File: src/rtl/gpio_port_defines.vh
// constants for the general purpose port with open-drain peripherals
`ifndef GPIO_PORT_DEFINES_VH
`define GPIO_PORT_DEFINES_VH
`define PORT_WIDTH 8
`define ANALOG_PINS 5
`define PERIPH_OUTS 6
`define ODC_WIDTH 2
`define DIR_RESET 8'hFF
`define LATCH_RESET 8'h00
`define ANSEL_RESET 5'h00
`define ODC_RESET 2'h0
`define ODC_PWM1 0
`define ODC_PWM2 1
`define ODC_UART1 0
`define ODC_UART2 1
`define ODC_SPI1 0
`define ODC_SPI2 1
`define SRC_NONE 3'h0
`define SRC_UART1 3'h1
`define SRC_UART2 3'h2
`define SRC_SPI1 3'h3
`define SRC_SPI2 3'h4
`define SRC_PWM1 3'h5
`define SRC_PWM2 3'h6
`endif

File: src/rtl/gpio_port.v
// one 8-pin general purpose port with analog select, peripheral takeover and open drain
// Notes on behaviour
// - direction bit 0 enables the pin's output driver.
// - direction bit 1 releases the pin to high impedance as input.
// - pin-level read returns 1 for a high input pin, 0 for low.
// - digital input enable set turns on buffer; pin read follows pin.
// - digital input enable clear forces the pin read to 0.
// - reset clears every digital input enable, analog mode.
// - writing the pin-level register writes the output latch.
// - output pin drives the latch value, high for 1, low for 0.
// - latch read returns the latch, never the pin level.
// - an enabled peripheral owns its pin instead of the port logic.
// - a peripheral goes open drain only while its own control bit is set.
// - open drain exists for serial transceivers, SPI ports and PWM modules.
// - open drain follows whichever pin the remap currently assigns.
`timescale 1ns/100ps
`include "gpio_port_defines.vh"
module gpio_port
(
  // clock and reset
  input wire mclk_i,
  input wire rst_n_i,
  // processor side writes
  input wire dir_wr_i,
  input wire [`PORT_WIDTH-1:0] dir_wdata_i,
  input wire latch_wr_i,
  input wire port_wr_i,
  input wire [`PORT_WIDTH-1:0] data_wdata_i,
  input wire ansel_wr_i,
  input wire [`ANALOG_PINS-1:0] ansel_wdata_i,
  input wire od_wr_i,
  input wire [1:0] od_sel_i,
  input wire [`ODC_WIDTH-1:0] od_wdata_i,
  // peripheral pin remap, three bits per pin
  input wire [3*`PORT_WIDTH-1:0] peripheral_pin_remap_i,
  // peripheral outputs: uart1 uart2 spi1 spi2 pwm1 pwm2
  input wire [`PERIPH_OUTS-1:0] periph_out_i,
  input wire [`PERIPH_OUTS-1:0] periph_en_i,
  // pads
  input wire [`PORT_WIDTH-1:0] pad_i,
  output reg [`PORT_WIDTH-1:0] pad_o,
  output reg [`PORT_WIDTH-1:0] pad_oe_o,
  // register readback
  output reg [`PORT_WIDTH-1:0] pin_direction_o,
  output reg [`PORT_WIDTH-1:0] output_latch_o,
  output reg [`PORT_WIDTH-1:0] pin_level_o,
  output reg [`ANALOG_PINS-1:0] analog_select_o,
  output reg [3*`ODC_WIDTH-1:0] open_drain_control_o
);

  reg [`PORT_WIDTH-1:0] pin_direction_reg;
  reg [`PORT_WIDTH-1:0] output_latch_reg;
  reg [`ANALOG_PINS-1:0] analog_select_reg;
  reg [`ODC_WIDTH-1:0] od_pwm_reg;
  reg [`ODC_WIDTH-1:0] od_uart_reg;
  reg [`ODC_WIDTH-1:0] od_spi_reg;
  reg [`PORT_WIDTH-1:0] pad_meta_reg;
  reg [`PORT_WIDTH-1:0] pad_sync_reg;
  wire [`PORT_WIDTH-1:0] pad_next;
  wire [`PORT_WIDTH-1:0] pad_oe_next;
  wire [`PORT_WIDTH-1:0] level_next;
  // per source open drain enable, index is remap code minus one
  wire [`PERIPH_OUTS-1:0] src_od;
  // open-drain group strobes
  wire od_pwm_wr;
  wire od_uart_wr;
  wire od_spi_wr;

  // each peripheral has its own open-drain bit, only the listed units get one
  assign src_od[0] = od_uart_reg[`ODC_UART1];
  assign src_od[1] = od_uart_reg[`ODC_UART2];
  assign src_od[2] = od_spi_reg[`ODC_SPI1];
  assign src_od[3] = od_spi_reg[`ODC_SPI2];
  assign src_od[4] = od_pwm_reg[`ODC_PWM1];
  assign src_od[5] = od_pwm_reg[`ODC_PWM2];

  // select code 3 matches no group, so that write is dropped
  assign od_pwm_wr = od_wr_i && (od_sel_i == 2'h0);
  assign od_uart_wr = od_wr_i && (od_sel_i == 2'h1);
  assign od_spi_wr = od_wr_i && (od_sel_i == 2'h2);

  // direction register; reset leaves every pin an input
  always @(posedge mclk_i)
  begin
    if (!rst_n_i)
      pin_direction_reg <= `DIR_RESET;
    else if (dir_wr_i)
      pin_direction_reg <= dir_wdata_i;
  end

  // port and latch writes both land in the latch, never on the pins directly
  always @(posedge mclk_i)
  begin
    if (!rst_n_i)
      output_latch_reg <= `LATCH_RESET;
    else if (latch_wr_i || port_wr_i)
      output_latch_reg <= data_wdata_i;
  end

  // digital input enables; reset keeps analog pins off the digital buffer
  always @(posedge mclk_i)
  begin
    if (!rst_n_i)
      analog_select_reg <= `ANSEL_RESET;
    else if (ansel_wr_i)
      analog_select_reg <= ansel_wdata_i;
  end

  // open-drain bits, one group per strobe
  always @(posedge mclk_i)
  begin
    if (!rst_n_i)
    begin
      od_pwm_reg <= `ODC_RESET;
      od_uart_reg <= `ODC_RESET;
      od_spi_reg <= `ODC_RESET;
    end
    else
    begin
      if (od_pwm_wr)
        od_pwm_reg <= od_wdata_i;
      if (od_uart_wr)
        od_uart_reg <= od_wdata_i;
      if (od_spi_wr)
        od_spi_reg <= od_wdata_i;
    end
  end

  // two-flop synchroniser on the pads; first stage feeds only the second
  always @(posedge mclk_i)
  begin
    if (!rst_n_i)
    begin
      pad_meta_reg <= 8'h00;
      pad_sync_reg <= 8'h00;
    end
    else
    begin
      pad_meta_reg <= pad_i;
      pad_sync_reg <= pad_meta_reg;
    end
  end

  // per pin driver and input path
  genvar i;
  generate
    for (i = 0; i < `PORT_WIDTH; i = i + 1)
    begin : pin_g
      wire [2:0] code;
      wire known;
      wire owned;
      wire pval;
      wire pod;
      wire periph_oe;
      assign code = peripheral_pin_remap_i[3*i+2:3*i];
      // code 0 and codes past the last unit leave the pin to the port logic
      assign known = (code != `SRC_NONE) && (code <= `SRC_PWM2);
      // remapped enabled peripheral takes the pin over
      assign owned = known && periph_en_i[code-3'h1];
      assign pval = owned ? periph_out_i[code-3'h1] : 1'b0;
      assign pod = owned ? src_od[code-3'h1] : 1'b0;
      // open drain only pulls low; a released line relies on the outside pull-up
      assign periph_oe = pod ? ~pval : 1'b1;
      // otherwise the direction bit gates the driver
      assign pad_next[i] = owned ? (pod ? 1'b0 : pval) : output_latch_reg[i];
      assign pad_oe_next[i] = owned ? periph_oe : ~pin_direction_reg[i];
      // analog capable pins read 0 while their digital buffer is off
      if (i < `ANALOG_PINS)
      begin : an_g
        assign level_next[i] = analog_select_reg[i] & pad_sync_reg[i];
      end
      else
      begin : dig_g
        assign level_next[i] = pad_sync_reg[i];
      end
    end
  endgenerate

  // pad drivers from flops, so remap changes cannot glitch the pins
  always @(posedge mclk_i)
  begin
    if (!rst_n_i)
    begin
      pad_o <= 8'h00;
      pad_oe_o <= 8'h00;
    end
    else
    begin
      pad_o <= pad_next;
      pad_oe_o <= pad_oe_next;
    end
  end

  // readbacks; a one-cycle lag versus control writes, traded for clean outputs
  always @(posedge mclk_i)
  begin
    if (!rst_n_i)
    begin
      pin_direction_o <= `DIR_RESET;
      output_latch_o <= `LATCH_RESET;
      pin_level_o <= 8'h00;
      analog_select_o <= `ANSEL_RESET;
      open_drain_control_o <= 6'h00;
    end
    else
    begin
      pin_direction_o <= pin_direction_reg;
      output_latch_o <= output_latch_reg;
      pin_level_o <= level_next;
      analog_select_o <= analog_select_reg;
      open_drain_control_o <= {od_spi_reg, od_uart_reg, od_pwm_reg};
    end
  end

endmodule

File: config.mk
export PLATFORM = sky130hd
export DESIGN_NAME = gpio_port
export DESIGN_NICKNAME = d
export VERILOG_FILES = /design/src/rtl/gpio_port.v
export VERILOG_INCLUDE_DIRS = /design/src /design/src/rtl
export SDC_FILE = /design/constraint.sdc
export NUM_CORES = 1
export LEC_CHECK = 0
export BUFFER_PORTS_ARGS = -buffer_cell sky130_fd_sc_hd__buf_2
export CAP_MARGIN = 15
export CORE_ASPECT_RATIO = 0.9
export CORE_UTILIZATION = 25
export DETAILED_ROUTE_END_ITERATION = 8
export GPL_TIMING_DRIVEN = 0
export SYNTH_ARGS = -nofsm -noshare
export SYNTH_HDL_FRONTEND = slang
export SYNTH_SLANG_ARGS = --single-unit
File: constraint.sdc
create_clock -name mclk_i -period 5.27 [get_ports mclk_i]
set_clock_uncertainty 0.1 [all_clocks]
set_input_delay 0.527 -clock mclk_i [delete_from_list [all_inputs] [get_ports mclk_i]]
set_output_delay 0.527 -clock mclk_i [all_outputs]
set_load 0.02 [all_outputs]
==> flow_summary.toml, run 1 <==
[setup_path]
critPathMaxStageDelay_ns = 0.49
worst_ep_arrival_time_ns = 2.53
cp_top_family = "compound AO/OA/AOI/OAI gates"
cp.required_ns = 5.42
cp_cell_sequence = "buf_2 -> inv_1 -> ha_1 -> clkbuf_1 -> inv_1 -> nor3_1 -> a2111oi_0 -> a211oi_1 -> a221oi_2"
crit_fanout = 8
start_kind = "primary input"
cpMostUsedCell = "inv_1"
critical_path_class = "primary input to register"
end_kind = "register"
path_buf_inv = 4
crit_path_top_delay_cell = "a2111oi_0"

[placement]
place_congestion = 0.775
place_ws_ns = 2.55
dp_hpwl_um = 10800
dp.cells = 873
port-buffer-count = 114

[floorplan]
initial_core_util = 0.259
dieHeight_um = 136
io_pins = 127
dieArea_um2 = 20600
num_rows = 48
die_w_um = 151
core_um2 = 19400

[cts]
postCtsSetupBuffers = 0
ctsHtreeMaxLevel = 3
numClockSinks = 94
ctsRootBufferMaster = "clkbuf_16"
clkTransAtPathRegs_ns = 0.07
post_cts_resized = 0
cts_buffer_depth = 2
cts_hold_buf = 0
clk_latency_ns = 0.35
cts_inserted_buffers = 9
cts_tree = "yes"

[synth]
synth_xor_xnor_area_share = 0.0172
ys_types = 52
ys_seq_area_frac = 0.375
syn_nets = 609
syn_avg_cell_area_um2 = 9.85
synth-seq-cells = 94
synth_edf_count = 0
synth_fa_ha_area_frac = 0.0599
mappedNetlistArea_um2 = 5010
synth_mux_area_frac = 0.188
synthSimpleGateAreaFrac = 0.175
synthCells = 509
yosys_warnings = 0
synth_compound_area_frac = 0.137
ys.flop_type = "dfxtp_1"
async_reset_ff_frac = 0
synth_top_family_by_area = "multiplexers"

[layout]
drive_gt1_frac = 0.282
utilization = 0.320
final_common_cell = "buf_2"
final_cell_mix = "121 x buf_2, 94 x dfxtp_1, 42 x and2_1, 37 x nand2_1, 30 x mux2i_1"
fin_cells = 891
final_nets = 734
area_growth_pct = 23.8

[sta]
whs_ns = 0.285
fin_crit_sh = 0.451
tightest_slew_ns = 0.722
grt_setup_unrepaired = "false"
setup_viol = 0
fin_crit_ns = 2.38
timing.final.max_slew_violations = 0
hold_violations = 0
relSlewSlack = 0.519
fmax_mhz = 420
tns_ns = 0
setup_slack_ns = 2.89

[route]
vias = 4101
first_pass_iters = 5
wl_per_cell_um = 15.9
viasPerCell = 4.60
postRouteAntennaNets = 0
wl_um = 14100
drt_iter0_drc = 195
post-route-drc-count = 0

[outcome]
outcome = "complete, no violations"

[pwr]
power.density_nw_per_um2 = 285
leakage_nw = 2.73
vdd_drop_max_uv = 128

[flow_run]
maxCapViolCount = 0

[grt]
overflow = 0
grt_pass1_vias = 3895
grt_pass1_wl_um = 21500
grt_max_degree = 17
grt.total_usage = 0.142
antenna_found_initial = 3

[hold_path]
hold_class = "primary input to register"
==> cells by family (layout without fill, tap and decap cells) <==
family,Yosys count,after routing
xor+xnor,9,9
fa+ha+maj,24,24
simple gates,169,169
mux,63,63
buf+inv,54,184
compound gates,96,96
flops,94,94
other cells,0,2
==> final cells by class <==
| type | instances | area [um^2] |
|---|---|---|
| Inverter | 25 | 93.8 |
| Sequential cell | 94 | 1880 |
| Timing Repair Buffer | 114 | 571 |
| Clock buffer | 11 | 243 |
| Antenna cell | 2 | 5.00 |
| Multi-Input combinational cell | 361 | 2900 |
| Clock inverter | 5 | 63.8 |
| Tap cell | 250 | 313 |
| Buffer | 29 | 144 |
| Fill cell | 2046 | 13200 |
==> worst register-to-register path, cell delays in order, from the launching register on <==
cell and delay (ns):
dfxtp_1 0.45, mux4_2 0.53, and2_1 0.16, a211o_1 0.26
a21o_1 0.16, a21oi_2 0.13
==> power by group <==
part | switching, mW | internal [mW]
Sequential | 0.0188 | 0.746
Clock | 0.292 | 0.386
Combinational | 0.183 | 0.141
Total | 0.494 | 1.27
==> metal layers <==
| layer | global-route usage | wire length (um) |
|---|---|---|
| met5 | 0 | 8 |
| met3 | 0.0463 | 1170 |
| met2 | 0.229 | 6470 |
| met4 | 0.0333 | 117 |
| met1 | 0.183 | 6370 |
==> metrics by stage <==
step	power, mW	cell area [um^2]
after floorplan	0.996	5010
after global placement	1.10	5900
after detailed placement	1.11	5900
after CTS	1.79	6200
after global routing	1.86	6210
final	1.77	6210
==> synthesized netlist by cell type (2+ instances only) <==
library cell | count | share of area
a211o_1 | 3 | 0.0052
a211o_2 | 2 | 0.0040
a211oi_1 | 8 | 0.012
a211oi_2 | 2 | 0.0050
a21boi_0 | 2 | 0.0030
a21o_1 | 5 | 0.0075
a21oi_1 | 19 | 0.019
a221oi_1 | 4 | 0.0070
a221oi_2 | 2 | 0.0060
a22o_1 | 3 | 0.0052
a22oi_1 | 7 | 0.010
a311oi_1 | 3 | 0.0052
a32o_1 | 2 | 0.0040
and2_1 | 42 | 0.052
and3_1 | 7 | 0.0087
buf_2 | 7 | 0.0070
buf_4 | 3 | 0.0045
buf_6 | 2 | 0.0045
clkbuf_1 | 16 | 0.012
dfxtp_1 | 94 | 0.38
ha_1 | 24 | 0.060
inv_1 | 24 | 0.018
mux2_2 | 8 | 0.018
mux2i_1 | 30 | 0.060
mux4_1 | 2 | 0.010
mux4_2 | 21 | 0.094
nand2_1 | 37 | 0.028
nand2b_1 | 15 | 0.019
nand3_1 | 19 | 0.019
nand3b_1 | 8 | 0.012
nand4_1 | 2 | 0.0025
nor2_1 | 28 | 0.021
nor2b_1 | 4 | 0.0050
nor3_1 | 4 | 0.0040
nor3b_1 | 3 | 0.0045
o211ai_1 | 5 | 0.0075
o21ai_0 | 20 | 0.020
o31ai_1 | 2 | 0.0030
xnor2_1 | 7 | 0.012
==> final timing paths <==
path,from,end,slack [ns],cells after the start
setup / recovery,peripheral_pin_remap_i[0],pad_oe_o[0],2.89,9
hold / removal,pad_i[4],pad_meta_reg[4],0.29,2
setup reg to reg,od_uart_reg[0],pad_o[1],3.41,5
hold reg to reg,pad_meta_reg[2],pad_sync_reg[2],0.33,1
Note: power is estimated with default switching activity, not from simulation.
==> run 2, diff against run 1 <==
==> constraint.sdc (replaced) <==
create_clock -name mclk_i -period 2.5 [get_ports mclk_i]
set_clock_uncertainty 0.1 [all_clocks]
set_input_delay 0.25 -clock mclk_i [delete_from_list [all_inputs] [get_ports mclk_i]]
set_output_delay 0.25 -clock mclk_i [all_outputs]
set_load 0.02 [all_outputs]
==> run 2 against run 1 <==
  * Critical path depth unchanged
  * First-iteration DRC count up 3.6%
  * Non-clock buffer count up 4
  * Clock power grew 110%
  * Routed wire length rose by 0.68%
  * Final cell count rose by 0.45%
  * Die area unchanged
  * Count of clock-buffer cells in the layout stayed put
  * Power grew 110%
  * Largest power group unchanged
  * Largest cell class unchanged
  * Worst hold slack got worse by 0.27 ns
  * Setup slack lost 2.5 ns
==> flow_summary.toml, run 2 (synthesis gave the netlist of run 1 again) <==
[outcome]
outcome = "complete, no violations"

[cts]
clkTransAtPathRegs_ns = 0.07
cts_buffer_depth = 2
numClockSinks = 94
cts_inserted_buffers = 9
ctsHtreeMaxLevel = 3
cts_tree = "yes"
postCtsSetupBuffers = 0
ctsRootBufferMaster = "clkbuf_16"
clk_latency_ns = 0.35

[setup_path]
cpMostUsedCell = "inv_1"
critical_path_class = "primary input to register"
critPathMaxStageDelay_ns = 0.49
ff2ff_path_depth = 5
cp.required_ns = 2.65
crit_path_top_delay_cell = "a2111oi_0"
start_kind = "primary input"
critPathCapture = "pad_oe_o[0]"
r2r-end = "pad_o[1]"
rrSetupSlack_ns = 0.65
end_kind = "register"
cp_top_family = "compound AO/OA/AOI/OAI gates"
critPathLaunch = "peripheral_pin_remap_i[0]"
cp_cell_sequence = "buf_2 -> inv_1 -> ha_1 -> clkbuf_1 -> inv_1 -> nor3_1 -> a2111oi_0 -> a211oi_1 -> a221oi_2"
worst_ep_arrival_time_ns = 2.25
crit_fanout = 8
crit_cells = 9
path_buf_inv = 4
reg2reg_from = "od_uart_reg[0]"

[route]
wl_um = 14200
post-route-drc-count = 0
postRouteAntennaNets = 0
drt_iter0_drc = 202
first_pass_iters = 4
vias = 4128
viasPerCell = 4.61
wl_per_cell_um = 15.9

[grt]
grt.total_usage = 0.143
grt_pass1_vias = 3917
overflow = 0
grt_pass1_wl_um = 21700
grt_max_degree = 17
antenna_found_initial = 3

[sta]
relSlewSlack = 0.532
fmax_mhz = 476
tightest_slew_ns = 0.703
grt_setup_unrepaired = "false"
hold_violations = 0
setup_viol = 0
fin_crit_ns = 2.10
timing.final.max_slew_violations = 0
fin_crit_sh = 0.840
tns_ns = 0

[floorplan]
io_pins = 127
die_w_um = 151
core_um2 = 19400
dieHeight_um = 136
dieArea_um2 = 20600
num_rows = 48
initial_core_util = 0.259

[layout]
final_nets = 738
final_cell_mix = "121 x buf_2, 94 x dfxtp_1, 42 x and2_1, 37 x nand2_1, 30 x mux2i_1"
num-fill-cells = 2046
final_common_cell = "buf_2"
drive_gt1_frac = 0.280
area_growth_pct = 24.6

[pwr]
vdd_drop_max_uv = 269
total_power_mw = 3.73
leakage_nw = 2.74
power.density_nw_per_um2 = 597

[placement]
port-buffer-count = 114
dp_hpwl_um = 10800
place_congestion = 0.775

[flow_run]
maxCapViolCount = 0

[hold_path]
hold_class = "primary input to register"
==> run 2: cell types whose count changed in the layout (fill, tap and decap cells not counted) <==
cell	before	now
dlygate4sd3_1	0	4
==> run 2: layer usage <==
metal  vias to the layer above  wire length [um]  part of all wire  global-route usage
met1                      1904              6380              0.45               0.182
met2                       136              6550              0.46               0.231
met3                        12              1190             0.083              0.0460
met4                         2               114            0.0080              0.0333
li1                       2074                 -                 -                   -
met5                         -                 8           0.00056                   0
==> run 2: power breakdown <==
part / switching [mW] / total (mW) / internal, mW
clock network: 0.617 / 1.43 / 0.813
logic: 0.388 / 0.689 / 0.302
registers: 0.0393 / 1.61 / 1.57
==> run 2: what timing repair did <==
item                                   CTS  global route
gates resized for setup                  0             0
hold buffers                             4             0
endpoints found under the hold margin    4             0
==> run 2: worst min path at each step <==
stage	startpoint	end	slack, ns	depth (start not counted)
2_1_floorplan	pad_i[0]	pad_meta_reg[0]	0.28	1
3_3_place_gp	pad_meta_reg[7]	pad_sync_reg[7]	0.32	1
3_5_place_dp	pad_meta_reg[2]	pad_sync_reg[2]	0.32	1
4_1_cts	pad_i[5]	pad_meta_reg[5]	0.0007	2
5_1_grt	pad_i[3]	pad_meta_reg[3]	0.005	2
6_report	pad_i[3]	pad_meta_reg[3]	0.01	2
==> run 2: through the flow <==
stage / utilization / instances / hold slack (ns) / worst slack, ns / area, um^2
2_1_floorplan: - / 509 / 0.277 / 0.321 / 5010
3_3_place_gp: 0.304 / 873 / 0.315 / 0.0572 / 5900
3_5_place_dp: 0.304 / 873 / 0.318 / 0.0593 / 5900
4_1_cts: 0.322 / 893 / 0.000693 / 0.410 / 6240
5_1_grt: 0.322 / 894 / 0.00502 / 0.152 / 6250
6_report: 0.322 / 895 / 0.0139 / 0.400 / 6250
==> run 2: layout make-up <==
| cell class | count | area (um^2) | area share |
|---|---|---|---|
| diodes | 2 | 5.00 | 0.000801 |
| plain buffers | 29 | 144 | 0.0230 |
| clock buffers | 11 | 243 | 0.0388 |
| clock inverters | 5 | 63.8 | 0.0102 |
| inverters | 25 | 93.8 | 0.0150 |
| multi-input cells | 361 | 2900 | 0.463 |
| flip-flops and latches | 94 | 1880 | 0.301 |
| well taps | 250 | 313 | 0.0501 |
| repair buffers | 118 | 611 | 0.0977 |
==> run 3, diff against run 2 <==
--- a/config.mk
+++ b/config.mk
@@ -6,6 +6,7 @@
 export SDC_FILE = /design/constraint.sdc
 export NUM_CORES = 1
 export LEC_CHECK = 0
+export ABC_AREA = 1
 export BUFFER_PORTS_ARGS = -buffer_cell sky130_fd_sc_hd__buf_2
 export CAP_MARGIN = 15
 export CORE_ASPECT_RATIO = 0.9
==> constraint.sdc (replaced) <==
create_clock -name mclk_i -period 2.12 [get_ports mclk_i]
set_clock_uncertainty 0.1 [all_clocks]
set_input_delay 0.212 -clock mclk_i [delete_from_list [all_inputs] [get_ports mclk_i]]
set_output_delay 0.212 -clock mclk_i [all_outputs]
set_load 0.02 [all_outputs]
==> run 3 against run 2 <==
  * Cell area increased by 7.1%
  * First-iteration DRC count up 75%
  * Sequential power increased by 19%
  * Clock power grew 3%
  * Largest cell class unchanged
  * Routed wire length up 14%
  * Count of clock-buffer cells in the layout is the same
  * Non-clock buffer count up 22
  * Worst hold slack worse by 0.0019 ns
  * Die area increased by 5.5%
  * Register-to-register slack worse by 0.12 ns
  * Setup slack improved by 0.13 ns
  * Combinational power increased by 47%
==> flow_summary.toml, run 3 <==
[outcome]
outcome = "complete, no violations"

[sta]
grt_setup_unrepaired = "false"
timing.final.max_slew_violations = 0
setup_viol = 0
fmax_mhz = 630
fin_crit_sh = 0.749
tightest_slew_ns = 0.621
hold_violations = 0
relSlewSlack = 0.585
tns_ns = 0
setup_slack_ns = 0.533
whs_ns = 0.0120
fin_crit_ns = 1.59

[layout]
area_growth_pct = 26.4
diodes = 0
final_common_cell = "nand2_1"
final_cell_mix = "296 x nand2_1, 136 x buf_2, 122 x inv_1, 95 x nand3_1, 94 x dfxtp_1"
fin_cells = 1278
drive_gt1_frac = 0.196
num-fill-cells = 2328
final_nets = 1087
multiInputGateArea_um2 = 2690
utilization = 0.322
design_area_um2 = 6690
regArea_um2 = 1880

[floorplan]
num_rows = 50
die_w_um = 155
io_pins = 127
core_um2 = 20800
dieHeight_um = 140
initial_core_util = 0.255
dieArea_um2 = 21800

[setup_path]
cp.required_ns = 2.24
worst_ep_arrival_time_ns = 1.71
critical_path_class = "register to register"
critPathMaxStageDelay_ns = 0.50
crit_fanout = 6
end_kind = "register"
start_kind = "register"
crit_path_top_delay_cell = "dfxtp_1"
cp_cell_sequence = "inv_1 -> o21ai_0 -> nand3_1 -> nand2_1 -> nand3_1 -> nor2_1 -> nor2_1"

[synth]
synth_top_area_share = 0.355
mappedNetlistArea_um2 = 5300
async_reset_ff_frac = 0
synth_edf_count = 0
synth.area.top_cells = "dfxtp_1 36%, nand2_1 21%, nand3_1 9.0%, inv_1 8.6%, ha_1 5.7%"
synth_most_common_cell = "nand2_1"
yosys_warnings = 0
ys_types = 22
syn_avg_cell_area_um2 = 6.31
ys_seq_area_frac = 0.355
synth_area_leader_cell = "dfxtp_1"
syn_nets = 940
synth-seq-cells = 94
synthCells = 840
ys_top_cells_by_count = "296 x nand2_1, 122 x inv_1, 95 x nand3_1"
ys.flop_type = "dfxtp_1"

[pwr]
pwr-share-seq = 0.435
power.density_nw_per_um2 = 658
total_power_mw = 4.40
leakage_nw = 3.76
power.switching_mw = 1.36
internal-power_mw = 3.04
pwr-share-comb = 0.230
clockPowerShare = 0.335
p_sw_frac = 0.310
vdd_drop_max_uv = 331

[cts]
ctsRootBufferMaster = "clkbuf_16"
clk_latency_ns = 0.33
cts_tree = "yes"
cts_inserted_buffers = 9
clkTransAtPathRegs_ns = 0.07
numClockSinks = 94
cts_hold_buf = 18
cts_buffer_depth = 2
ctsHtreeMaxLevel = 3
post_cts_resized = 0
postCtsSetupBuffers = 0

[grt]
overflow = 0
grt_max_degree = 16
grt_pass1_wl_um = 25700
antenna_found_initial = 2
grt_pass1_vias = 5003
grt.total_usage = 0.152

[route]
vias = 5432
viasPerCell = 4.25
wl_per_cell_um = 12.7
wl_um = 16300
post-route-drc-count = 0
first_pass_iters = 5
postRouteAntennaNets = 0
drt_iter0_drc = 354

[placement]
dp_hpwl_um = 12200
placed_area_um2 = 6240
place_congestion = 0.859
place_ws_ns = 0.319
dp.cells = 1244
port-buffer-count = 118

[flow_run]
maxCapViolCount = 0

[hold_path]
hold_class = "primary input to register"
## run 3: per-layer routing
metal	vias to the layer above	part of all wire	track usage
met3	9	0.052	0.0291
met2	145	0.48	0.259
met5	-	0.0010	0
met4	2	0.0045	0.0227
li1	2854	-	-
met1	2422	0.47	0.202
## run 3: area by class of cell
type                    count  share of cell area
inverters                 132              0.0740
flip-flops and latches     94               0.281
plain buffers              33              0.0348
multi-input cells         581               0.401
clock inverters             5             0.00523
well taps                 286              0.0535
clock buffers              11              0.0348
repair buffers            136               0.115
## run 3: worst max-delay path, delay by kind of cell, from the launching register on
family	cells	cell delay, ns
flip-flops	1	0.50
AND/OR/NAND/NOR	5	0.46
AO/OA/AOI/OAI	1	0.21
buffers and inverters	1	0.20
## run 3: kinds of logic after synthesis
family,Yosys count,share of synthesized area
buffers and inverters,165,0.137
AND/OR/NAND/NOR,481,0.375
AO/OA/AOI/OAI,76,0.0758
adder cells (fa/ha/maj),24,0.0567
flip-flops,94,0.355
## run 3: path summary, 6_finish.rpt
kind                         start                   end  slack [ns]  cells past startpoint
setup reg to reg     od_pwm_reg[1]           pad_oe_o[5]        0.53                      7
setup / recovery     od_pwm_reg[1]           pad_oe_o[5]        0.53                      7
hold / removal    ansel_wdata_i[0]  analog_select_reg[0]        0.01                      3
hold reg to reg    pad_sync_reg[1]        pin_level_o[1]        0.31                      2
## run 3: power by group through the flow
stage	Sequential (mW)	Clock (mW)	Combinational (mW)
5_1_grt	1.92	1.59	1.15
2_1_floorplan	2.02	0	0.594
4_1_cts	1.92	1.51	1.01
3_3_place_gp	1.96	0	0.971
3_5_place_dp	1.95	0	0.984
6_report	1.91	1.47	1.01
